==> config.mk <==
export PLATFORM = sky130hd
export DESIGN_NAME = pin_func_select
export DESIGN_NICKNAME = d
export VERILOG_FILES = /design/src/core/pin_func_pkg.sv /design/src/core/pin_func_select.sv
export VERILOG_INCLUDE_DIRS = /design/src /design/src/core
export SDC_FILE = /design/constraint.sdc
export NUM_CORES = 1
export LEC_CHECK = 0
export ABC_AREA = 1
export BUFFER_PORTS_ARGS = -buffer_cell sky130_fd_sc_hd__buf_4
export CORE_ASPECT_RATIO = 1.1
export CORE_MARGIN = 1
export CORE_UTILIZATION = 36
export DETAILED_ROUTE_END_ITERATION = 6
export PLACE_DENSITY = 0.67
export SYNTH_ARGS = -nofsm -noshare
export SYNTH_HDL_FRONTEND = slang
export SYNTH_SLANG_ARGS = --single-unit
==> constraint.sdc <==
create_clock -name core_clk_i -period 2.25 [get_ports core_clk_i]
set_input_delay 0.675 -clock core_clk_i [delete_from_list [all_inputs] [get_ports core_clk_i]]
set_output_delay 0.675 -clock core_clk_i [all_outputs]
set_load 0.02 [all_outputs]
==> src/core/pin_func_regs.svh <==
`ifndef PIN_FUNC_REGS_SVH
`define PIN_FUNC_REGS_SVH
`define SEL_MUXED    2'h0
`define SEL_NONMUXED 2'h1
`define SEL_SERIAL   2'h2
`define SEL_HARDWARE 2'h3
`define ADDR_RST     8'h00
`define MODE_RST     4'h0
`define RST_SYNC_CLR 2'h0
// control pins idle: read, chip select and write high, latch low
`define PIN_IDLE     6'h0d
`define SEL_RST      2'h0
`define ALO_RST      7'h00
`define AD_RST       8'h00
`define ALE_IDLE     1'h0
`endif

==> src/core/pin_func_pkg.sv <==
package pin_func_pkg;
   // decoded bus access strobes, all active high
   typedef struct packed {
      logic rd_stb;
      logic wr_stb;
      logic access;
   } bus_ctl_t;
   // hardware-mode static configuration
   typedef struct packed {
      logic zero_subst_coding_enable;
      logic rx_mode_sel_bit2;
      logic remote_loopback_pin;
      logic clk_prescale_sel_bit1;
      logic tx_mode_sel_bit3;
   } hw_cfg_t;
endpackage

==> src/core/pin_func_select.sv <==
`timescale 1ns/10ps
`include "pin_func_regs.svh"
module pin_func_select
(
   input  wire logic                 core_clk_i,                // 50 MHz core clock
   input  wire logic                 rstn_i,                    // async reset, active low
   input  wire logic [1:0]           interface_select_strap_i,  // port personality strap
   input  wire logic                 bus_timing_style_select_i, // bus timing / coding pin
   input  wire logic                 rd_pin_i,                  // read / data strobe pin
   input  wire logic                 cs_n_pin_i,                // chip select pin
   input  wire logic                 ale_pin_i,                 // latch / A7 / prescale pin
   input  wire logic                 wr_pin_i,                  // write / direction pin
   input  wire logic [6:0]           addr_low_i,                // address bits 6..0 (non-mux)
   input  wire logic [7:0]           ad_bus_i,                  // shared address/data bus
   input  wire logic                 tx_rx_same_mode_i,         // tx and rx modes match
   output logic [7:0]                addr_o,                    // current access address
   output pin_func_pkg::bus_ctl_t    bus_ctl_o,                 // decoded strobes
   output pin_func_pkg::hw_cfg_t     hw_cfg_o,                  // hardware-mode levels
   output logic                      hw_mode_o,                 // hardware mode active
   output logic                      serial_mode_o              // serial port active
);

   // ******************************
   // reset release and pin sync
   // ******************************
   logic [1:0] rst_sync_reg;   // reset release shift register
   logic       rst_n;          // released reset, active low
   // pins are asynchronous; two flops before any logic reads them
   logic [5:0] pin_s1_reg;     // control pins, first stage
   logic [5:0] pin_s2_reg;     // control pins, second stage
   logic [1:0] sel_s1_reg;     // personality strap, first stage
   logic [1:0] sel_s2_reg;     // personality strap, second stage
   logic [6:0] alo_s1_reg;     // low address pins, first stage
   logic [6:0] alo_s2_reg;     // low address pins, second stage
   logic [7:0] ad_s1_reg;      // shared bus, first stage
   logic [7:0] ad_s2_reg;      // shared bus, second stage
   logic       ale_last_reg;   // latch pin one cycle back

   // assert at once, release two edges later so no flop leaves reset mid-edge
   always_ff @(posedge core_clk_i or negedge rstn_i)
   begin
      if (!rstn_i)
         rst_sync_reg <= `RST_SYNC_CLR;
      else
         rst_sync_reg <= {rst_sync_reg[0], 1'h1};
   end
   assign rst_n = rst_sync_reg[1];

   // control pins; idle host levels on reset, so no access shows after release
   always_ff @(posedge core_clk_i or negedge rst_n)
   begin
      if (!rst_n)
      begin
         pin_s1_reg <= `PIN_IDLE;
         pin_s2_reg <= `PIN_IDLE;
      end
      else
      begin
         pin_s1_reg <= {tx_rx_same_mode_i, bus_timing_style_select_i, rd_pin_i,
                        cs_n_pin_i, ale_pin_i, wr_pin_i};
         pin_s2_reg <= pin_s1_reg;
      end
   end

   // personality strap; same depth as the control pins so both change together
   always_ff @(posedge core_clk_i or negedge rst_n)
   begin
      if (!rst_n)
      begin
         sel_s1_reg <= `SEL_RST;
         sel_s2_reg <= `SEL_RST;
      end
      else
      begin
         sel_s1_reg <= interface_select_strap_i;
         sel_s2_reg <= sel_s1_reg;
      end
   end

   // low address pins, read only in non-multiplexed mode
   always_ff @(posedge core_clk_i or negedge rst_n)
   begin
      if (!rst_n)
      begin
         alo_s1_reg <= `ALO_RST;
         alo_s2_reg <= `ALO_RST;
      end
      else
      begin
         alo_s1_reg <= addr_low_i;
         alo_s2_reg <= alo_s1_reg;
      end
   end

   // shared bus; a word that moves as the latch pin rises may tear, host holds it
   always_ff @(posedge core_clk_i or negedge rst_n)
   begin
      if (!rst_n)
      begin
         ad_s1_reg <= `AD_RST;
         ad_s2_reg <= `AD_RST;
      end
      else
      begin
         ad_s1_reg <= ad_bus_i;
         ad_s2_reg <= ad_s1_reg;
      end
   end

   // ******************************
   // decode helpers
   // ******************************
   // true when the synchronised strap holds the given personality code
   function automatic logic sel_is(input logic [1:0] sel_val,
                                   input logic [1:0] code);
      return (sel_val == code);
   endfunction

   // a strobe counts only for a selected parallel-port access
   function automatic logic bus_gate(input logic acc,
                                     input logic ser,
                                     input logic term);
      return acc & ~ser & term;
   endfunction

   // ******************************
   // pin decode
   // ******************************
   logic [1:0] sel;          // synchronised strap
   logic       same_mode;    // tx and rx modes match
   logic       bus_timing_style_select;          // bus timing pin
   logic       rd_p;         // read / data strobe pin
   logic       cs_n;         // chip select pin, active low
   logic       ale;          // latch / bit 7 / prescale pin
   logic       wr_p;         // write / direction pin
   logic       hw;           // hardware personality
   logic       muxed;        // multiplexed parallel bus
   logic       nonmux;       // non-multiplexed parallel bus
   logic       serial;       // serial port
   logic       strobe_act;   // read or data strobe asserted
   logic       access;       // chip selected outside hardware mode
   logic       rd_stb;       // decoded read
   logic       wr_stb;       // decoded write

   assign {same_mode, bus_timing_style_select, rd_p, cs_n, ale, wr_p} = pin_s2_reg;
   assign sel    = sel_s2_reg;
   assign hw     = sel_is(sel, `SEL_HARDWARE);
   assign muxed  = sel_is(sel, `SEL_MUXED);
   assign nonmux = sel_is(sel, `SEL_NONMUXED);
   assign serial = sel_is(sel, `SEL_SERIAL);

   // data strobe polarity flips in non-multiplexed mode
   assign strobe_act = (bus_timing_style_select && nonmux) ? rd_p : ~rd_p;
   // hardware mode never produces bus accesses
   assign access = ~hw & ~cs_n;
   // strobe/direction timing vs separate read and write strobes
   assign rd_stb = bus_gate(access, serial,
                            bus_timing_style_select ? (strobe_act & wr_p) : strobe_act);
   assign wr_stb = bus_gate(access, serial,
                            bus_timing_style_select ? (strobe_act & ~wr_p) : ~wr_p);

   // ******************************
   // address capture
   // ******************************
   always_ff @(posedge core_clk_i or negedge rst_n)
   begin
      if (!rst_n)
         ale_last_reg <= `ALE_IDLE;                         // idle level, no false edge
      else
         ale_last_reg <= ale;
   end

   // muxed: latch on rising edge of the latch pin; non-muxed: follow pins
   always_ff @(posedge core_clk_i or negedge rst_n)
   begin
      if (!rst_n)
         addr_o <= `ADDR_RST;
      else if (muxed && ale && !ale_last_reg)
         addr_o <= ad_s2_reg;
      else if (nonmux)
         addr_o <= {ale, alo_s2_reg};
   end

   // ******************************
   // registered outputs
   // ******************************
   // strobes leave through one register, so decode glitches never reach the port
   always_ff @(posedge core_clk_i or negedge rst_n)
   begin
      if (!rst_n)
         bus_ctl_o <= '0;
      else
         bus_ctl_o <= '{rd_stb: rd_stb, wr_stb: wr_stb, access: access};
   end

   // hardware personality flag
   always_ff @(posedge core_clk_i or negedge rst_n)
   begin
      if (!rst_n)
         hw_mode_o <= 1'h0;
      else
         hw_mode_o <= hw;
   end

   // serial personality flag
   always_ff @(posedge core_clk_i or negedge rst_n)
   begin
      if (!rst_n)
         serial_mode_o <= 1'h0;
      else
         serial_mode_o <= serial;
   end

   // static levels only while in hardware mode, cleared otherwise
   always_ff @(posedge core_clk_i or negedge rst_n)
   begin
      if (!rst_n)
         hw_cfg_o <= '0;
      else if (hw)
      begin
         hw_cfg_o.zero_subst_coding_enable <= bus_timing_style_select;
         hw_cfg_o.rx_mode_sel_bit2         <= rd_p;
         hw_cfg_o.remote_loopback_pin      <= cs_n & same_mode;
         hw_cfg_o.clk_prescale_sel_bit1    <= ale;
         hw_cfg_o.tx_mode_sel_bit3         <= wr_p;
      end
      else
         hw_cfg_o <= '0;
   end

endmodule

==> key figures, run 1 <==
Status
  – Outcome: completed

Synthesis
  – Seq/Total Area, Yosys: 82.8%
  – Synthesized instance count: 141
  – Multiplexer area fraction after synthesis: 0%
  – Ys flop type: dfrtp_1
  – Yosys cell types: 16
  – Largest family of logic cells by synthesized area: simple AND/OR/NAND/NOR gates
  – Adder-cell area share of the yosys netlist: 0%
  – Syn Nets: between 150 and 200
  – Most common cell in the netlist: dfrtp_1
  – #FFs+latches synth: between 60 and 70
  – XOR/XNOR share of the synthesized area: 0%
  – Synthesis Warnings: 0
  – Commonest cells post-synth: dfrtp_1 (61), nand2_1 (22), nand3_1 (16)
  – Top cell type's share of synthesized area: 75.0%
  – Avg Inst Size Synth: roughly 14 um2
  – Synth area leader: dfrtp_1
  – Cell Area, Synth: roughly 2000 um2
  – Post-Synth Simple-Gate Area: 11.3%
  – Compound-Gate Fraction of Synth Area: 2.83%
  – Top cells by area, synth: dfrtp_1 (75%), dfstp_2 (7.7%), nand2_1 (4.1%)
  – Post-synth EDFFs: 0
  – Post-synth ARST share: 100%

Clocking
  – CTS tree: built
  – Num CTS Buffers: 9
  – H-tree levels: 3
  – Root buffer cell: clkbuf_8
  – Resize count post-CTS: 0
  – Max clock buf depth: 2
  – Post-cts hold buffer count: 0
  – Post-CTS Setup Repair Bufs: 0
  – Worst-path clk slew: approximately 70 ps
  – CTS Sinks: 67
  – Worst-Skew Late Latency: around 320 ps

Floorplanning
  – Die Area: 5960 um2
  – Core Area: between 5000 and 6000 um2
  – I/O Pins: 43
  – Starting Density: 37.7%
  – Die Ht: 80.8 um
  – DIE WIDTH: 73.7 um
  – Placement Rows: 28

Power
  – PwrDens: 924 nW/um2
  – Peak VDD IR: 0.403 mV
  – Leak: 1.32 nW

Job
  – Max Cap Violations: 0

Finish
  – Final Util: 48.5%
  – Design Area, Final: 2620 um2
  – Syn-to-layout area delta: 28.7%
  – NumNets Final: 216
  – Ant. Diodes: 0
  – Share of layout cells above drive strength 1: 35.2%

Critical path
  – CP startpoint: addr_o[5]
  – Worst setup SP type: register
  – Crit path to: addr_o[5]
  – Worst-path cell chain: buf_4
  – Worst r2r src: sel[0]
  – CP peak stage delay: around 400 ps
  – Cell with the largest stage delay on the worst path: dfrtp_1
  – Reg2reg end: addr_o[2]
  – R2r worst-path depth: 4
  – CP Buf/Inv Count: 1
  – Worst setup EP type: output pin
  – CP max FO: 2
  – Kind of critical path: reg2out
  – CP Data Arrival Time: 890 ps
  – CP top delay family: flip-flops
  – R2r setup slk: around 860 ps
  – WP data required: 1570 ps
  – Levels on crit path: 1

Global route
  – Largest net degree at the start of global routing: 44
  – Vias in the first global route: 1218
  – Initial antenna violation count: 0
  – Grt ovf: 0
  – First-pass GRT wire length: 5500 um
  – GRT Util Overall: 13.2%

STA
  – Setup ws final: around 690 ps
  – Slew margin rel.: 65.2%
  – Final setup viols: 0
  – Peak Freq: around 0.64 GHz
  – Final Critical Period: 1560 ps
  – Unrepaired setup endpoints after global routing: no
  – TNS Setup: 0 ps
  – Fin Clk Skew: roughly 6.4 ps
  – Slew at the pin closest to its max-slew limit: 522 ps
  – Part of the cycle the worst path needs: 69.4%
  – Slew Limit Fails: 0
  – Final hold vios: 0

Detailed routing
  – Initial DRC Count: between 80 and 90
  – WL/cell: 11.5 um
  – DRT Pass-1 Iters: 4
  – # DRC: 0
  – DR vias/cell: roughly 4.1
  – Antenna Nets Post-Route: 0
  – Via count: 1122
  – Final WL: 3110 um

Placement
  – Gpl congestion: around 0.70
  – Buffers on Ports: 42
  – Placement Cell Area: 2430 um2
  – Worst slack, placed: 873 ps
  – Post-DP HPWL: ~2200 um

Worst hold path
  – Min-Delay Path Class: in2async
## placed cells by master (no fill, tap or decap)
cell / instances
nor2_2: 1
clkbuf_1: 2
clkbuf_8: 13
buf_4: 42
buf_12: 1
o21ai_0: 1
o21ai_2: 2
nor2_1: 11
dfstp_2: 6
nand4_1: 1
clkinv_2: 1
nand2_1: 22
o21ai_1: 5
nand2_2: 2
a21oi_1: 2
conb_1: 1
dfrtp_1: 60
dfrtp_2: 1
inv_1: 6
nand3_1: 16
## metrics by stage
step	cells	total power (W)	hold WS (ps)
after floorplan	141	0.00144	331
after global placement	255	0.00153	256
after detailed placement	255	0.00154	262
after CTS	271	0.00246	99.3
after global routing	271	0.00254	93.0
final	271	0.00242	121
## how the worst min path moves through the flow
stage / depth (start not counted) / start / endpoint
after floorplan: 0 / ad_s1_reg[0] / ad_s2_reg[0]
after global placement: 0 / rst_sync_reg[1] / pin_s1_reg[5]
after detailed placement: 0 / rst_sync_reg[1] / pin_s1_reg[5]
after CTS: 1 / rstn_i / rst_sync_reg[1]
after global routing: 1 / rstn_i / rst_sync_reg[0]
final: 1 / rstn_i / rst_sync_reg[1]
## cells by family after synthesis
| family | after synthesis |
|---|---|
| buffers and inverters | 10 |
| other | 1 |
| DFF | 67 |
| AOI/OAI and AO/OA | 10 |
| and+or+nand+nor | 53 |
## report_power, final
| group | switching (W) | internal [W] |
|---|---|---|
| combinational | 0.000102 | 0.0000867 |
| clock | 0.000385 | 0.000520 |
| sequential | 0.0000423 | 0.00128 |
| total | 0.000529 | 0.00189 |
## routing by layer
layer / routed length [um] / vias up / part of all wire, % / GRT usage, %
li1: - / 544 / - / -
met1: 1240 / 540 / 40 / 15.8
met2: 1620 / 32 / 52 / 20.0
met3: 160 / 6 / 5.1 / 4.71
met4: 87 / 0 / 2.8 / 8.65
met5: 0 / - / 0 / 0
## layout make-up
| type | count | area (um2) |
|---|---|---|
| fill | 488 | 2780 |
| clock inverter | 1 | 5.00 |
| timing repair buffer | 43 | 335 |
| multi-input combinational | 64 | 290 |
| sequential | 67 | 1690 |
| tap | 75 | 93.8 |
| inverter | 6 | 22.5 |
| clock buffer | 15 | 186 |
Note: power is estimated with default switching activity, not from simulation.
==> inputs of run 2 (changes only) <==
--- a/config.mk
+++ b/config.mk
@@ -12,7 +12,7 @@
 export CORE_MARGIN = 1
 export CORE_UTILIZATION = 36
 export DETAILED_ROUTE_END_ITERATION = 6
-export PLACE_DENSITY = 0.67
+export PLACE_DENSITY = 0.69
 export SYNTH_ARGS = -nofsm -noshare
 export SYNTH_HDL_FRONTEND = slang
 export SYNTH_SLANG_ARGS = --single-unit
==> constraint.sdc (replaced) <==
create_clock -name core_clk_i -period 1.4 [get_ports core_clk_i]
set_input_delay 0.42 -clock core_clk_i [delete_from_list [all_inputs] [get_ports core_clk_i]]
set_output_delay 0.42 -clock core_clk_i [all_outputs]
set_load 0.02 [all_outputs]
==> key figures, run 2 (synthesized netlist as in run 1, its figures left out) <==
Clocking
  – Root buffer cell: clkbuf_8
  – Worst-path clk slew: 70 ps
  – Num CTS Buffers: 9
  – CTS tree: built
  – Worst-Skew Late Latency: 320 ps
  – Max clock buf depth: 2
  – Resize count post-CTS: 0
  – H-tree levels: 3
  – CTS Sinks: 67

STA
  – Part of the cycle the worst path needs: 93.0%
  – Unrepaired setup endpoints after global routing: no
  – Peak Freq: ~0.77 GHz
  – Fin Clk Skew: roughly 7.5 ps
  – TNS Setup: 0 ps
  – Setup ws final: 98.5 ps
  – Final hold vios: 0
  – Slew Limit Fails: 0
  – Hold_ws: 196 ps
  – Final Critical Period: 1300 ps
  – Final setup viols: 0

Global route
  – Initial antenna violation count: 0
  – Grt ovf: 0
  – Largest net degree at the start of global routing: 38
  – Vias in the first global route: approximately 1100
  – GRT Util Overall: 11.6%
  – First-pass GRT wire length: between 4000 and 5000 um

Finish
  – Finished Layout Cells: 273
  – NumNets Final: 219
  – Share of layout cells above drive strength 1: 34.3%
  – Ant. Diodes: 0
  – Commonest non-fill, non-tap cell in the layout: dfrtp_1
  – Final Util: 48.5%
  – Most frequent cells in the layout: dfrtp_1 (60), buf_4 (44), nand2_1 (22)
  – Syn-to-layout area delta: 28.7%

Power
  – Part of the power in registers: a little under three fifths
  – Peak VDD IR: 0.610 mV
  – Switching share of power: between 20% and 30%
  – Clock Power Share: 35.3%
  – Sw power: slightly above 0.0008 W
  – PwrDens: 1440 nW/um2
  – Logic pwr share: 8.3%
  – Leak: 1.31 nW
  – Internal: just under 0.003 W

Critical path
  – CP top delay family: flip-flops
  – WP data required: 980 ps
  – Worst setup SP type: register
  – CP max FO: 2
  – Kind of critical path: reg2out
  – R2r setup slk: 180 ps
  – CP Buf/Inv Count: 1
  – Worst setup EP type: output pin
  – Cell with the largest stage delay on the worst path: dfrtp_1
  – CP peak stage delay: 400 ps
  – CP Data Arrival Time: around 880 ps
  – Worst-path cell chain: buf_4

Detailed routing
  – Antenna Nets Post-Route: 0
  – DR vias/cell: 4.04
  – DRT Pass-1 Iters: 4
  – WL/cell: between 10 and 15 um
  – Initial DRC Count: 64
  – Via count: between 1000 and 1500
  – # DRC: 0
  – Final WL: 2900 um

Job
  – Max Cap Violations: 0

Placement
  – Post-DP HPWL: 2090 um
  – Placed Instances: about 260
  – Worst slack, placed: 195 ps
  – Buffers on Ports: 42
  – Gpl congestion: around 0.71

Floorplanning
  – Core Area: 5400 um2
  – Die Ht: roughly 81 um
  – Die Area: 5960 um2
  – Placement Rows: 28
  – DIE WIDTH: 73.7 um
  – I/O Pins: 43
  – Starting Density: 37.7%

Worst hold path
  – Min-Delay Path Class: reg2async

Status
  – Outcome: completed
[run 2: final timing paths]
check / from / endpoint / cells past startpoint
max: addr_o[1] / addr_o[1] / 1
min: rst_sync_reg[1] / hw_cfg_o[4] / 0
max reg2reg: sel[1] / addr_o[3] / 4
min reg2reg: rst_sync_reg[1] / hw_cfg_o[4] / 0
max in group asynchronous: rst_sync_reg[1] / alo_s1_reg[4] / 1
min in group core_clk_i: ad_bus_i[6] / ad_s1_reg[6] / 1
[run 2: area by class of cell]
cell class	count	area, um2
inverter	6	22.5
fill	486	2780
clock buffer	15	166
timing repair buffer	46	360
sequential	67	1690
multi-input combinational	64	290
tap	75	93.8
[run 2: layer usage]
| metal | global-route usage (%) | vias up | wire, um |
|---|---|---|---|
| met3 | 4.96 | 4 | 185 |
| met1 | 14.2 | 519 | 1240 |
| li1 | - | 553 | - |
| met2 | 17.2 | 28 | 1430 |
| met5 | 0 | - | 0 |
| met4 | 6.92 | 0 | 48 |
[run 2: per-stage QoR]
stage,instance area [um2],total power (W)
6_report,2620,0.00376
5_1_grt,2620,0.00394
4_1_cts,2620,0.00382
3_5_place_dp,2440,0.00248
3_3_place_gp,2440,0.00247
2_1_floorplan,2040,0.00231
[run 2: what timing repair did]
action                    4_1_cts  5_1_grt
hold endpoints to repair        2        0
setup buffers                   0        0
hold buffers                    1        0
[run 2: power groups by stage]
stage | sequential (W) | combinational (W) | clock [W]
after detailed placement | 0.00216 | 0.000316 | 0
final | 0.00212 | 0.000313 | 0.00133
after floorplan | 0.00222 | 0.0000841 | 0
after global routing | 0.00213 | 0.000350 | 0.00145
after CTS | 0.00212 | 0.000319 | 0.00137
after global placement | 0.00216 | 0.000309 | 0
